[src/pkg/divider_chain_defines.vh]
// Constants shared by the divider chain design files
`ifndef DIVIDER_CHAIN_DEFINES_VH
`define DIVIDER_CHAIN_DEFINES_VH

// Register byte addresses
`define REG_HS_LOW        8'h17
`define REG_PACKED        8'h18
`define REG_FB_B0         8'h1a
`define REG_FB_B1         8'h1b
`define REG_FB_B2         8'h1c
`define REG_FB_B3         8'h1d
`define REG_FB_B4         8'h1e
`define REG_FB_B5         8'h1f
`define REG_CTRL          8'h87
`define REG_STATUS        8'h88

// Packed byte field positions and control apply bit
`define PACK_LS_MSB       6
`define PACK_LS_LSB       4
`define PACK_HS_MSB       2
`define PACK_HS_LSB       0
`define CTRL_APPLY_BIT    6

// Status byte bit positions
`define ST_HS_BAD         0
`define ST_FB_BAD         1
`define ST_REFUSED        2
`define ST_LS_SAT         3
`define ST_APPLIED        4

// Divider limits
`define HS_MIN            11'h005
`define HS_MAX            11'h7fe
`define HS_ODD_MAX        11'h021
`define LS_EXP_MAX        3'h5
`define FB_MIN            43'h03c_0000_0000
`define FB_MAX            43'h7fd_ffff_ffff
`define FB_FRAC_W         32
`define FB_INT_W          11

// Reset settings
`define HS_RESET          11'h046
`define LS_RESET          3'h0
`define FB_RESET          43'h047_e756_e62a

`endif

[src/rtl/programmable_divider_chain.v]
// Divider chain top: byte registers, checks, low-speed stage
// Function
// - Feedback setting is 11.32 unsigned fixed point
// - High-speed ratio is plain 11-bit integer
// - Odd ratios 5 to 33 keep 50% duty
// - Low-speed divides by powers of two, 1-32
// - Low-speed ratio is two to the code for codes 0 to 5
// - Codes 6 and 7 divide by 32
// - Output is VCO over both ratios
// - VCO equals reference times feedback value
// - All divider settings are unsigned
// - Packed byte holds exponent and ratio top
`timescale 1ns/100ps
`include "divider_chain_defines.vh"
module programmable_divider_chain (
   input  wire       clk_sys_in,
   input  wire       rst_n_in,
   input  wire       reg_wr_in,
   input  wire       reg_rd_in,
   input  wire [7:0] reg_addr_in,
   input  wire [7:0] reg_wdata_in,
   output reg  [7:0] reg_rdata_out,
   output reg        reg_rvalid_out,
   output reg  [1:0] clk_out_pair_out,
   output wire       fb_ref_pulse_out,
   output reg        cfg_error_out
);
   // Staged settings as written by the host
   reg  [10:0] hs_stage_ff;
   reg  [2:0]  ls_stage_ff;
   reg  [42:0] fb_stage_ff;
   // Settings the divider chain actually runs from
   reg  [10:0] hs_active_ff;
   reg  [2:0]  ls_active_ff;
   reg  [42:0] fb_active_ff;
   // Sticky status
   reg         refused_ff;
   reg         applied_ff;
   // Low-speed stage
   reg  [2:0]  ls_run_ff;
   reg  [4:0]  ls_cnt_ff;
   // Next values
   reg  [4:0]  nxt_ls_cnt;
   reg  [2:0]  nxt_ls_run;
   reg  [1:0]  nxt_out_pair;
   reg  [7:0]  nxt_rdata;

   // High-speed stage taps
   wire [1:0]  hs_pair;
   wire        hs_start;
   // Legality of the staged set
   wire        hs_range_ok;
   wire        hs_parity_ok;
   wire        hs_ok;
   wire        fb_ok;
   wire        cfg_ok;
   // Bus decode
   wire        wr_hit_ctrl;
   wire        apply_req;
   wire        apply_ok;
   wire        apply_bad;
   wire        clr_req;
   // Low-speed decode
   wire        ls_sat;
   wire [2:0]  ls_exp_eff;
   wire [4:0]  ls_last;
   wire [4:0]  ls_half;

   // Legality checks on the staged values

   // Unsigned compares only; no setting has a sign bit
   assign hs_range_ok  = (hs_stage_ff >= `HS_MIN) &&
                         (hs_stage_ff <= `HS_MAX);
   // The duty corrector only covers odd ratios in the low range
   assign hs_parity_ok = (hs_stage_ff <= `HS_ODD_MAX) || !hs_stage_ff[0];
   assign hs_ok        = hs_range_ok && hs_parity_ok;
   assign fb_ok = (fb_stage_ff >= `FB_MIN) &&
                  (fb_stage_ff <= `FB_MAX);
   assign cfg_ok = hs_ok && fb_ok;

   // Control byte decode
   assign wr_hit_ctrl = reg_wr_in && (reg_addr_in == `REG_CTRL);
   assign apply_req   = wr_hit_ctrl && reg_wdata_in[`CTRL_APPLY_BIT];
   assign clr_req     = reg_wr_in && (reg_addr_in == `REG_STATUS);
   // An apply either lands whole or is refused whole
   assign apply_ok    = apply_req && cfg_ok;
   assign apply_bad   = apply_req && !cfg_ok;

   // Register writes into the staging bytes

   // Staged bytes reach the dividers only when an apply is written
   always @(posedge clk_sys_in) begin
      if (!rst_n_in) begin
         hs_stage_ff <= `HS_RESET;
         ls_stage_ff <= `LS_RESET;
         fb_stage_ff <= `FB_RESET;
      end else if (reg_wr_in) begin
         case (reg_addr_in)
            `REG_HS_LOW: begin
               hs_stage_ff[7:0] <= reg_wdata_in;
            end
            `REG_PACKED: begin
               ls_stage_ff       <= reg_wdata_in[`PACK_LS_MSB:`PACK_LS_LSB];
               hs_stage_ff[10:8] <= reg_wdata_in[`PACK_HS_MSB:`PACK_HS_LSB];
            end
            `REG_FB_B0: begin
               fb_stage_ff[7:0] <= reg_wdata_in;
            end
            `REG_FB_B1: begin
               fb_stage_ff[15:8] <= reg_wdata_in;
            end
            `REG_FB_B2: begin
               fb_stage_ff[23:16] <= reg_wdata_in;
            end
            `REG_FB_B3: begin
               fb_stage_ff[31:24] <= reg_wdata_in;
            end
            `REG_FB_B4: begin
               fb_stage_ff[39:32] <= reg_wdata_in;
            end
            `REG_FB_B5: begin
               fb_stage_ff[42:40] <= reg_wdata_in[2:0]; // Upper bits dropped
            end
            default: begin
               fb_stage_ff <= fb_stage_ff;
            end
         endcase
      end
   end

   // Apply: copy staged settings into the running chain

   // An illegal set is refused whole, so the chain never sees a ratio
   // that would stall the counters; the old frequency keeps running
   always @(posedge clk_sys_in) begin
      if (!rst_n_in) begin
         hs_active_ff <= `HS_RESET;
         ls_active_ff <= `LS_RESET;
         fb_active_ff <= `FB_RESET;
      end else if (apply_ok) begin
         hs_active_ff <= hs_stage_ff;
         ls_active_ff <= ls_stage_ff;
         fb_active_ff <= fb_stage_ff;
      end
   end

   // Sticky flags; a new event beats a clear in the same cycle
   always @(posedge clk_sys_in) begin
      if (!rst_n_in) begin
         refused_ff <= 1'b0;
         applied_ff <= 1'b0;
      end else begin
         // Refusal: the staged set failed a limit check
         if (apply_bad) begin
            refused_ff <= 1'b1;
         end else if (clr_req && reg_wdata_in[`ST_REFUSED]) begin
            refused_ff <= 1'b0;
         end
         // Acceptance: the running chain took the staged set
         if (apply_ok) begin
            applied_ff <= 1'b1;
         end else if (clr_req && reg_wdata_in[`ST_APPLIED]) begin
            applied_ff <= 1'b0;
         end
      end
   end

   // Error pin follows the staged check and refusals
   always @(posedge clk_sys_in) begin
      if (!rst_n_in) begin
         cfg_error_out <= 1'b0;
      end else begin
         cfg_error_out <= !cfg_ok || refused_ff;
      end
   end

   // Register reads

   // Read data is registered; unmapped bytes and unused bits read zero
   always @* begin
      nxt_rdata = 8'h00;
      case (reg_addr_in)
         `REG_HS_LOW: begin
            nxt_rdata = hs_stage_ff[7:0];
         end
         `REG_PACKED: begin
            nxt_rdata = {1'b0, ls_stage_ff, 1'b0, hs_stage_ff[10:8]};
         end
         `REG_FB_B0: begin
            nxt_rdata = fb_stage_ff[7:0];
         end
         `REG_FB_B1: begin
            nxt_rdata = fb_stage_ff[15:8];
         end
         `REG_FB_B2: begin
            nxt_rdata = fb_stage_ff[23:16];
         end
         `REG_FB_B3: begin
            nxt_rdata = fb_stage_ff[31:24];
         end
         `REG_FB_B4: begin
            nxt_rdata = fb_stage_ff[39:32];
         end
         `REG_FB_B5: begin
            nxt_rdata = {5'h00, fb_stage_ff[42:40]};
         end
         `REG_STATUS: begin
            nxt_rdata[`ST_HS_BAD]  = !hs_ok;
            nxt_rdata[`ST_FB_BAD]  = !fb_ok;
            nxt_rdata[`ST_REFUSED] = refused_ff;
            nxt_rdata[`ST_LS_SAT]  = ls_sat;
            nxt_rdata[`ST_APPLIED] = applied_ff;
         end
         default: begin
            nxt_rdata = 8'h00; // Control byte is write-only
         end
      endcase
   end

   // One-cycle read answer
   always @(posedge clk_sys_in) begin
      if (!rst_n_in) begin
         reg_rdata_out  <= 8'h00;
         reg_rvalid_out <= 1'b0;
      end else begin
         reg_rvalid_out <= reg_rd_in;
         if (reg_rd_in) begin
            reg_rdata_out <= nxt_rdata;
         end
      end
   end

   // Feedback and high-speed dividers

   // System clock stands in for the VCO; the feedback pulse is what a
   // phase detector would compare against the crystal reference
   fb_divider u_fb (
      .clk_sys_in    (clk_sys_in),
      .rst_n_in      (rst_n_in),
      .value_in      (fb_active_ff),
      .ref_pulse_out (fb_ref_pulse_out)
   );

   // High-speed stage, period of hs_active_ff clocks
   hs_divider u_hs (
      .clk_sys_in       (clk_sys_in),
      .rst_n_in         (rst_n_in),
      .ratio_in         (hs_active_ff),
      .level_pair_out   (hs_pair),
      .period_start_out (hs_start)
   );

   // Low-speed power-of-two stage

   // Running code above the largest power; also shown in the status byte
   assign ls_sat     = (ls_run_ff > `LS_EXP_MAX);
   // Codes past five saturate at divide by 32
   assign ls_exp_eff = ls_sat ? `LS_EXP_MAX : ls_run_ff;
   // Last period index and half point, both from the exponent
   assign ls_last = (5'h01 << ls_exp_eff) - 5'h01;
   assign ls_half = (ls_exp_eff == 3'h0) ? 5'h00 : (5'h01 << (ls_exp_eff - 3'h1));

   // Counts high-speed periods; the exponent is only swapped when a
   // low-speed period ends, so no shortened pulse reaches the output
   always @* begin
      nxt_ls_cnt = ls_cnt_ff;
      nxt_ls_run = ls_run_ff;
      if (hs_start) begin
         if (ls_cnt_ff >= ls_last) begin
            nxt_ls_cnt = 5'h00;
            nxt_ls_run = ls_active_ff;
         end else begin
            nxt_ls_cnt = ls_cnt_ff + 5'h01;
         end
      end
   end

   // High in the first half of the low-speed period only
   always @* begin
      nxt_out_pair = hs_pair;
      if (ls_exp_eff != 3'h0) begin
         nxt_out_pair = {2{(nxt_ls_cnt < ls_half)}};
      end
   end

   // Output frequency is VCO over the product of both ratios
   always @(posedge clk_sys_in) begin
      if (!rst_n_in) begin
         ls_cnt_ff        <= 5'h00;
         ls_run_ff        <= `LS_RESET;
         clk_out_pair_out <= 2'b00;
      end else begin
         ls_cnt_ff        <= nxt_ls_cnt;
         ls_run_ff        <= nxt_ls_run;
         clk_out_pair_out <= nxt_out_pair;
      end
   end
endmodule

[src/rtl/hs_divider.v]
// Integer high-speed divider with half-cycle resolution output
`timescale 1ns/100ps
`include "divider_chain_defines.vh"
module hs_divider (
   input  wire        clk_sys_in,
   input  wire        rst_n_in,
   input  wire [10:0] ratio_in,
   output reg  [1:0]  level_pair_out,
   output reg         period_start_out
);
   reg  [10:0] ratio_ff;
   reg  [11:0] half_ff;
   wire [11:0] span;
   wire [12:0] half_step;
   wire        wrap;
   wire [1:0]  nxt_level;

   // Two half-cycles per clock; a period is 2*ratio halves
   assign span      = {ratio_ff, 1'b0};
   assign half_step = {1'b0, half_ff} + 13'h0002;
   assign wrap      = (half_step >= {1'b0, span});

   // Ratio is only taken at a period boundary to avoid runt pulses
   always @(posedge clk_sys_in) begin
      if (!rst_n_in) begin
         ratio_ff <= `HS_RESET;
         half_ff  <= 12'h000;
      end else begin
         if (wrap) begin
            ratio_ff <= ratio_in;
            half_ff  <= 12'h000;
         end else begin
            half_ff  <= half_step[11:0];
         end
      end
   end

   // High for exactly ratio halves: 50% for odd and even ratios alike
   genvar g;
   generate
      for (g = 0; g < 2; g = g + 1) begin : g_half
         wire [12:0] idx;
         assign idx          = {1'b0, half_ff} + {12'h000, (g == 1)};
         assign nxt_level[g] = (idx < {2'b00, ratio_ff});
      end
   endgenerate

   // One register for both halves keeps a single driver on the pair
   always @(posedge clk_sys_in) begin
      if (!rst_n_in) begin
         level_pair_out <= 2'b00;
      end else begin
         level_pair_out <= nxt_level;
      end
   end

   // Marks the pair that opens a new period
   always @(posedge clk_sys_in) begin
      if (!rst_n_in) begin
         period_start_out <= 1'b0;
      end else begin
         period_start_out <= (half_ff == 12'h000);
      end
   end
endmodule

[src/rtl/fb_divider.v]
// Fractional feedback divider in 11.32 fixed point
`timescale 1ns/100ps
`include "divider_chain_defines.vh"
module fb_divider (
   input  wire        clk_sys_in,
   input  wire        rst_n_in,
   input  wire [42:0] value_in,
   output reg         ref_pulse_out
);
   reg  [31:0] acc_ff;
   reg  [11:0] cnt_ff;
   wire [32:0] acc_sum;
   wire [11:0] period_len;

   // Carry out of the fraction stretches one period by a cycle
   assign acc_sum    = {1'b0, acc_ff} + {1'b0, value_in[`FB_FRAC_W-1:0]};
   assign period_len = {1'b0, value_in[42:`FB_FRAC_W]} + {11'h000, acc_sum[32]};

   // Average period equals the full fixed-point value
   always @(posedge clk_sys_in) begin
      if (!rst_n_in) begin
         acc_ff        <= 32'h0000_0000;
         cnt_ff        <= 12'h000;
         ref_pulse_out <= 1'b0;
      end else begin
         if (cnt_ff == 12'h000) begin
            acc_ff        <= acc_sum[31:0];
            cnt_ff        <= period_len - 12'h001;
            ref_pulse_out <= 1'b1;
         end else begin
            cnt_ff        <= cnt_ff - 12'h001;
            ref_pulse_out <= 1'b0;
         end
      end
   end
endmodule

[config.mk]
export PLATFORM = sky130hd
export DESIGN_NAME = programmable_divider_chain
export DESIGN_NICKNAME = d
export VERILOG_FILES = /design/src/rtl/programmable_divider_chain.v /design/src/rtl/hs_divider.v /design/src/rtl/fb_divider.v
export VERILOG_INCLUDE_DIRS = /design/src /design/src/pkg
export SDC_FILE = /design/constraint.sdc
export NUM_CORES = 1
export LEC_CHECK = 0
export ABC_AREA = 1
export BUFFER_PORTS_ARGS = -buffer_cell sky130_fd_sc_hd__buf_4
export CORE_ASPECT_RATIO = 1.75
export CORE_MARGIN = 2
export CORE_UTILIZATION = 45
export CTS_CLUSTER_DIAMETER = 120
export DETAILED_ROUTE_END_ITERATION = 8
export GPL_ROUTABILITY_DRIVEN = 0
export MAX_ROUTING_LAYER = met4
export PLACE_DENSITY = 0.67
export RECOVER_POWER = 50
export REMOVE_ABC_BUFFERS = 1
export SYNTH_ARGS = -nofsm -noshare
export SYNTH_HDL_FRONTEND = slang
export SYNTH_SLANG_ARGS = --single-unit
[constraint.sdc]
create_clock -name clk_sys_in -period 3.2 [get_ports clk_sys_in]
set_input_delay 0.32 -clock clk_sys_in [delete_from_list [all_inputs] [get_ports clk_sys_in]]
set_output_delay 0.32 -clock clk_sys_in [all_outputs]
set_load 0.005 [all_outputs]
## Word-level counts from Yosys, hierarchy flattened

Cells that the tools add are included.

- Add/sub/neg operators: 9
- Multiply operators: 0
- Div/mod/pow operators: 0
- Magnitude comparators: 11
- Eq/ne operators: 10
- Shifts and indexed selects: 2
- Mux-type cells: 13
- Bitwise operators: 1
- Reductions and logical operators: 33

Operator list:

| kind | count |
|---|---|
| 8-bit by 5-bit equality test with 1-bit output (second input constant) | 8 |
| 5-bit one-hot mux with 9 select lines | 1 |
| 43-bit by 38-bit >= comparator with 1-bit output (second input constant) | 1 |
| 43-bit less-or-equal comparator (second input constant) | 1 |
| 32-bit by 32-bit adder with 33-bit output | 1 |
| 12-bit logical NOT | 2 |
| 12-bit by 1-bit subtractor with 12-bit output (second input constant) | 2 |
| 3-bit one-hot mux with 7 select lines | 1 |
| 2-bit AND reduction | 9 |
| 8-bit equality test (second input constant) | 2 |
| 5-bit 2-to-1 mux | 3 |
| 12-bit by 1-bit adder with 13-bit output (second input constant) | 1 |
| 12-bit by 2-bit adder with 13-bit output (second input constant) | 1 |
| 13-bit by 12-bit >= comparator with 1-bit output | 1 |
| 13-bit by 11-bit < comparator with 1-bit output | 1 |
| 11-bit by 1-bit adder with 12-bit output | 1 |
| 12-bit by 11-bit < comparator with 1-bit output | 1 |
| 12-bit 2-to-1 mux | 1 |
| 11-bit by 3-bit >= comparator with 1-bit output (second input constant) | 1 |
| 11-bit less-or-equal comparator (second input constant) | 1 |
| 11-bit by 6-bit less-or-equal comparator with 1-bit output (second input constant) | 1 |
| 1-bit logical AND | 11 |
| 1-bit by 3-bit left shift with 5-bit output (first input constant) | 2 |
| 5-bit by 1-bit adder with 5-bit output (second input constant) | 1 |
| 15 further kinds | 24 |

- Flip-flop bits (word level): 207
- Latch bits: 0
- RAM bits: 0
- Memory bits (read-only): 0
- Word-level logic and storage cells: 106
- Memories kept: 0

## Depth between registers and ports, before layout

- Word-level depth: 9
- Mapped depth: 20
- Gate-level depth less buffers: 20

## Modules after synthesis

A second synthesis with hierarchy kept.

- Cell total of the unflattened synthesis: 1835
- Area, all modules: 12409.4 um^2

By module, submodules not included:

| module | times used | cells an instance | area each (um^2) | sequential area each (um^2) |
|---|---|---|---|---|
| programmable_divider_chain | 1 | 793 | 6078.3 | 2722.6 |
| fb_divider | 1 | 775 | 4455.5 | 900.9 |
| hs_divider | 1 | 267 | 1875.5 | 500.5 |

## Least setup slack after synthesis

OpenSTA, ideal clock, no wires.

- Path type: flip-flop to flip-flop
- Start: register ls_run_ff[0]
- End: register clk_out_pair_out[1]
- Library setup time: 0.071 ns
- Arrival time: 2.922 ns
- Setup slack: 0.208 ns
- Cell stages (with the launch flop): 20
- Path buffers: 0
- Period minus slack after synthesis: 2.992 ns
- Cells stage by stage: dfxtp_1 > nor2_1 > ha_1 > inv_1 > ha_1 > xnor2_1 > ha_1 > nand2_1 > nand2_1 > a21oi_1 > nand3_1 > nand2_1 > nand3_1 > inv_1 > ha_1 > a21oi_1 > o21ai_0 > a211oi_1 > nand2_1 > a21oi_1

- Cells in the longest elaborated chain, start to end: 9

Ends and longest elaborated chain:

| item | RTL line | text |
|---|---|---|
| from (decl) | programmable_divider_chain.v:40 | `reg [2:0] ls_run_ff;` |
| from (signal assigned) | programmable_divider_chain.v:290 | `` ls_run_ff <= `LS_RESET; `` |
| from (signal assigned) | programmable_divider_chain.v:294 | `ls_run_ff <= nxt_ls_run;` |
| 3-bit > comparator (no source line) | n/a |  |
| 3-bit 2-to-1 mux * | programmable_divider_chain.v:258 | `` assign ls_exp_eff = ls_sat ? `LS_EXP_MAX : ls_run_ff; `` |
| 1-bit by 3-bit left shift with 5-bit output * | programmable_divider_chain.v:260 | `assign ls_last = (5'h01 << ls_exp_eff) - 5'h01;` |
| 5-bit by 1-bit subtractor with 5-bit output * | programmable_divider_chain.v:260 |  |
| 5-bit >= comparator * | programmable_divider_chain.v:269 | `if (ls_cnt_ff >= ls_last) begin` |
| 5-bit 2-to-1 mux * | programmable_divider_chain.v:269 |  |
| 5-bit 2-to-1 mux * | programmable_divider_chain.v:268 | `if (hs_start) begin` |
| named net nxt_ls_cnt[2] | programmable_divider_chain.v:43 | `reg [4:0] nxt_ls_cnt;` |
| 5-bit < comparator * | programmable_divider_chain.v:282 | `nxt_out_pair = {2{(nxt_ls_cnt < ls_half)}};` |
| 2-bit 2-to-1 mux * | programmable_divider_chain.v:281 | `if (ls_exp_eff != 3'h0) begin` |
| to (signal assigned) | programmable_divider_chain.v:295 | `clk_out_pair_out <= nxt_out_pair;` |
| to (decl) | programmable_divider_chain.v:24 | `output reg [1:0] clk_out_pair_out,` |

Mark *: on every way through the listed nets, which the timed path passes. The rest lies on a longest branch.
A chain may end at the register's enable or synchronous reset.

## Final worst setup path

- Start: register ls_run_ff[1]
- End: register clk_out_pair_out[1]

Same word-level chain as after synthesis.

==> out/metrics.yaml <==
worstSetupEndpointType: "flip-flop"
initial_core_util_pct: 45.53
drt_pass1_iterations: 5
cts_buffers: 22
vias: 11590
yosysWarnings: 0
critical_path.max_fanout: 5
ant_nets: 0
die_h_um: 220.2
maxUsedRoutingLayer: "met4"
violations: "max-capacitance violations, max-slew violations"
r2r_slack_ns: 0.12
fillCellCount: 2652
die_w_um: 127.5
dp_cells: 2173
track_usage_pct: 25.06
path_class: "reg2reg"
p_sw_uw: 3426
cts_tree: "yes"
endpoint: "clk_out_pair_out[1]$_SDFF_PN0_"
cts_sinks: 206
antenna_found_initial: 0
required_ns: 3.67
peakVddDrop_mv: 0.4336
postSynthCellCount: 1849
finalMaxSlewViolations: 128
hold_viol: 0
reg2reg_to: "clk_out_pair_out[1]$_SDFF_PN0_"
finalCritPeriodShare_pct: 96.15
io_pins: 33
design.core.area_um2: 26390
io_buffer_count: 32
cap_violations: 2
met1_length_um: 13190
p_leak_uw: 0.006826
wl_per_cell_um: 15.54
grt_pass1_wl_um: 54830
p_int_uw: 5605
p_sw_share_pct: 37.93
fin_cells: 2218
status: "finished with violations"
nNetsFinal: 1971
finClkSkew_ns: 0.01860
drt-initial-drc-count: 600
combPwrFrac_pct: 37.7
place_hpwl_um: 26060
min-delay-path-class: "in2reg"
synth_edf_count: 0
wl_um: 34460
avgSynthCellArea_um2: 6.498
grt_pass1_vias: 11000
clock_power_share_pct: 28.7
htreeDepth: 1
synth-seq-cells: 206
dr_wl_met2_um: 17150
syn_to_final_growth_pct: 11.99
p_total_uw: 9031
min_period_ns: 3.077
drc: 0
seqPwrFrac_pct: 33.6
rows: 79
clk_latency_ns: 0.54
r2r_start: "ls_run_ff[1]$_SDFFE_PN0P_"
die_area_um2: 28070
max_freq_ghz: 0.3250
wl_met3_um: 1657
yosys.cell_types.count: 44
n_antenna_cell: 0
mostFrequentLayoutCells: "517 x nand2_1, 286 x inv_1, 203 x dfxtp_1, 174 x nor2_1, 156 x nand3_1"
drive_gt1_share_pct: 7.128
viasPerCell: 5.227
powerDensity_nw_per_um2: 671.2
maxSlewHeadroom_pct: -64.04
final_common_cell: "nand2_1"
start_kind: "flip-flop"
synth_ff_type: "dfxtp_1"
tightest_slew_ns: 2.461
ctsLongestPathBuffers: 3
ctsRootBufferMaster: "clkbuf_16"
ys_seq_area_share_pct: 34.32
r2r_cells: 20
arrival_ns: 3.55
cp-startpoint: "ls_run_ff[1]$_SDFFE_PN0P_"
ys_async_sr_fraction_pct: 0
cts.clk_slew.worst_paths_ns: 0.06
setup_viol: 0
grt.overflow.total: 0
grt_max_degree: 71
netlist_area_um2: 12020
[worst min-delay path by stage]
stage,slack [ns],startpoint,end,cells after the start
floorplan,0.40,rst_n_in,fb_active_ff[32]$_SDFFE_PN1P_,1
global placement,0.44,hs_active_ff[1]$_SDFFE_PN1P_,u_hs.ratio_ff[1]$_SDFFE_PN1P_,2
detailed placement,0.44,hs_active_ff[2]$_SDFFE_PN1P_,u_hs.ratio_ff[2]$_SDFFE_PN1P_,2
CTS,0.04,reg_wdata_in[1],hs_stage_ff[1]$_SDFFE_PN1P_,3
global route,0.07,reg_wdata_in[1],hs_stage_ff[1]$_SDFFE_PN1P_,3
finish,0.06,reg_wdata_in[1],hs_stage_ff[1]$_SDFFE_PN1P_,3
[logic make-up (layout without fill, tap and decap cells)]
| family | count (synthesis) | after routing | synth area share [%] |
|---|---|---|---|
| DFF | 206 | 206 | 34.32 |
| adders and majority gates | 73 | 73 | 7.664 |
| buffers and inverters | 350 | 395 | 11.39 |
| xor gates and xnor gates | 34 | 34 | 2.478 |
| AOI/OAI and AO/OA | 275 | 275 | 12.66 |
| and+or+nand+nor | 911 | 911 | 31.48 |
[what timing repair did]
item | 4_1_cts | 5_1_grt
endpoints found under the hold margin | 0 | 0
hold buffers | 0 | 0
buffers inserted | 0 | 5
setup endpoints to repair | 2 | 7
pin swaps | 0 | 15
resized for setup | 1 | 38
[power groups by stage]
stage          combinational, uW  sequential [uW]  clock, uW
2_1_floorplan               2320             3030          0
4_1_cts                     3220             3020       2650
5_1_grt                     3880             3060       2740
6_report                    3400             3030       2590
3_5_place_dp                3200             3070          0
3_3_place_gp                3140             3060          0
[critical path, cell delays in order (launching register included)]
cell      delay [ns]
dfxtp_4         0.36
nor2_4          0.17
ha_4            0.16
inv_2           0.05
ha_2            0.19
xnor2_2         0.13
ha_1            0.34
nand2_1         0.08
nand2_1         0.06
a21oi_2         0.15
nand3_2         0.11
nand2_2         0.13
buf_4           0.12
nand2_1         0.07
inv_2           0.08
ha_4            0.20
nand2_2         0.07
o21ai_2         0.06
a211oi_2        0.21
nand2_1         0.11
a21oi_1         0.15
[layer usage]
| layer | vias up | global-route usage (%) |
|---|---|---|
| li1 | 5953 | - |
| met1 | 5173 | 26.60 |
| met2 | 330 | 43.73 |
| met3 | 137 | 2.732 |
| met4 | 0 | 16.78 |
| met5 | - | - |
[synthesized netlist by cell type (all sizes together), types with 2 or more instances]
cell type    n  area share, %
o21ai       82            3.4
nor3b        5           0.35
nor4         7           0.42
a21oi      136            5.7
nand3      161            6.8
a211oi       2           0.12
inv        294            9.2
nand4       13           0.68
o22ai        6           0.31
a311oi       2           0.15
ha          72            7.5
o21bai       4           0.25
o311ai       2           0.15
nor2       179            5.8
nand2      522             16
dfxtp      206             34
o211ai      30            1.9
a31oi        2           0.10
o21a         2           0.12
xnor2        9           0.66
o31ai        4           0.25
xor2        25            1.8
or2          2           0.10
nor3        20           0.87
clkbuf      23           0.72
buf         32            1.5
[flip-flops by register name (all words and copies together), names as in the netlist, 2 cells and up]
name,flops
ls_active_ff,3
u_hs.level_pair_out,2
hs_active_ff,11
fb_active_ff,43
u_fb.acc_ff,32
ls_run_ff,3
fb_stage_ff,43
u_hs.ratio_ff,11
reg_rdata_out,8
u_fb.cnt_ff,12
ls_cnt_ff,5
hs_stage_ff,11
u_hs.half_ff,11
ls_stage_ff,3
clk_out_pair_out,2
[metrics by stage]
step / utilization, % / worst slack, ns / hold slack (ns) / cell area [um^2] / TNS [ns]
after floorplan: - / -1.482 / 0.4041 / 11750 / -80.94
after global placement: 47.73 / 0.1360 / 0.4377 / 12600 / 0
after detailed placement: 47.73 / -0.01941 / 0.4443 / 12600 / -0.03193
after CTS: 50.53 / 0.05934 / 0.04165 / 13340 / 0
after global routing: 50.98 / -0.03447 / 0.07376 / 13460 / -0.08474
final: 50.98 / 0.1232 / 0.05728 / 13460 / 0
[final cells by class]
type	instances	area, um^2	share of cell area, %
multi-input combinational	1293	6649	49.41
timing repair buffer	60	425.4	3.162
clock buffer	31	634.4	4.715
sequential	206	4130	30.70
inverter	295	1107	8.229
clock inverter	9	103.9	0.7718
tap	324	405.4	3.013
Note: power is estimated with default switching activity, not from simulation.
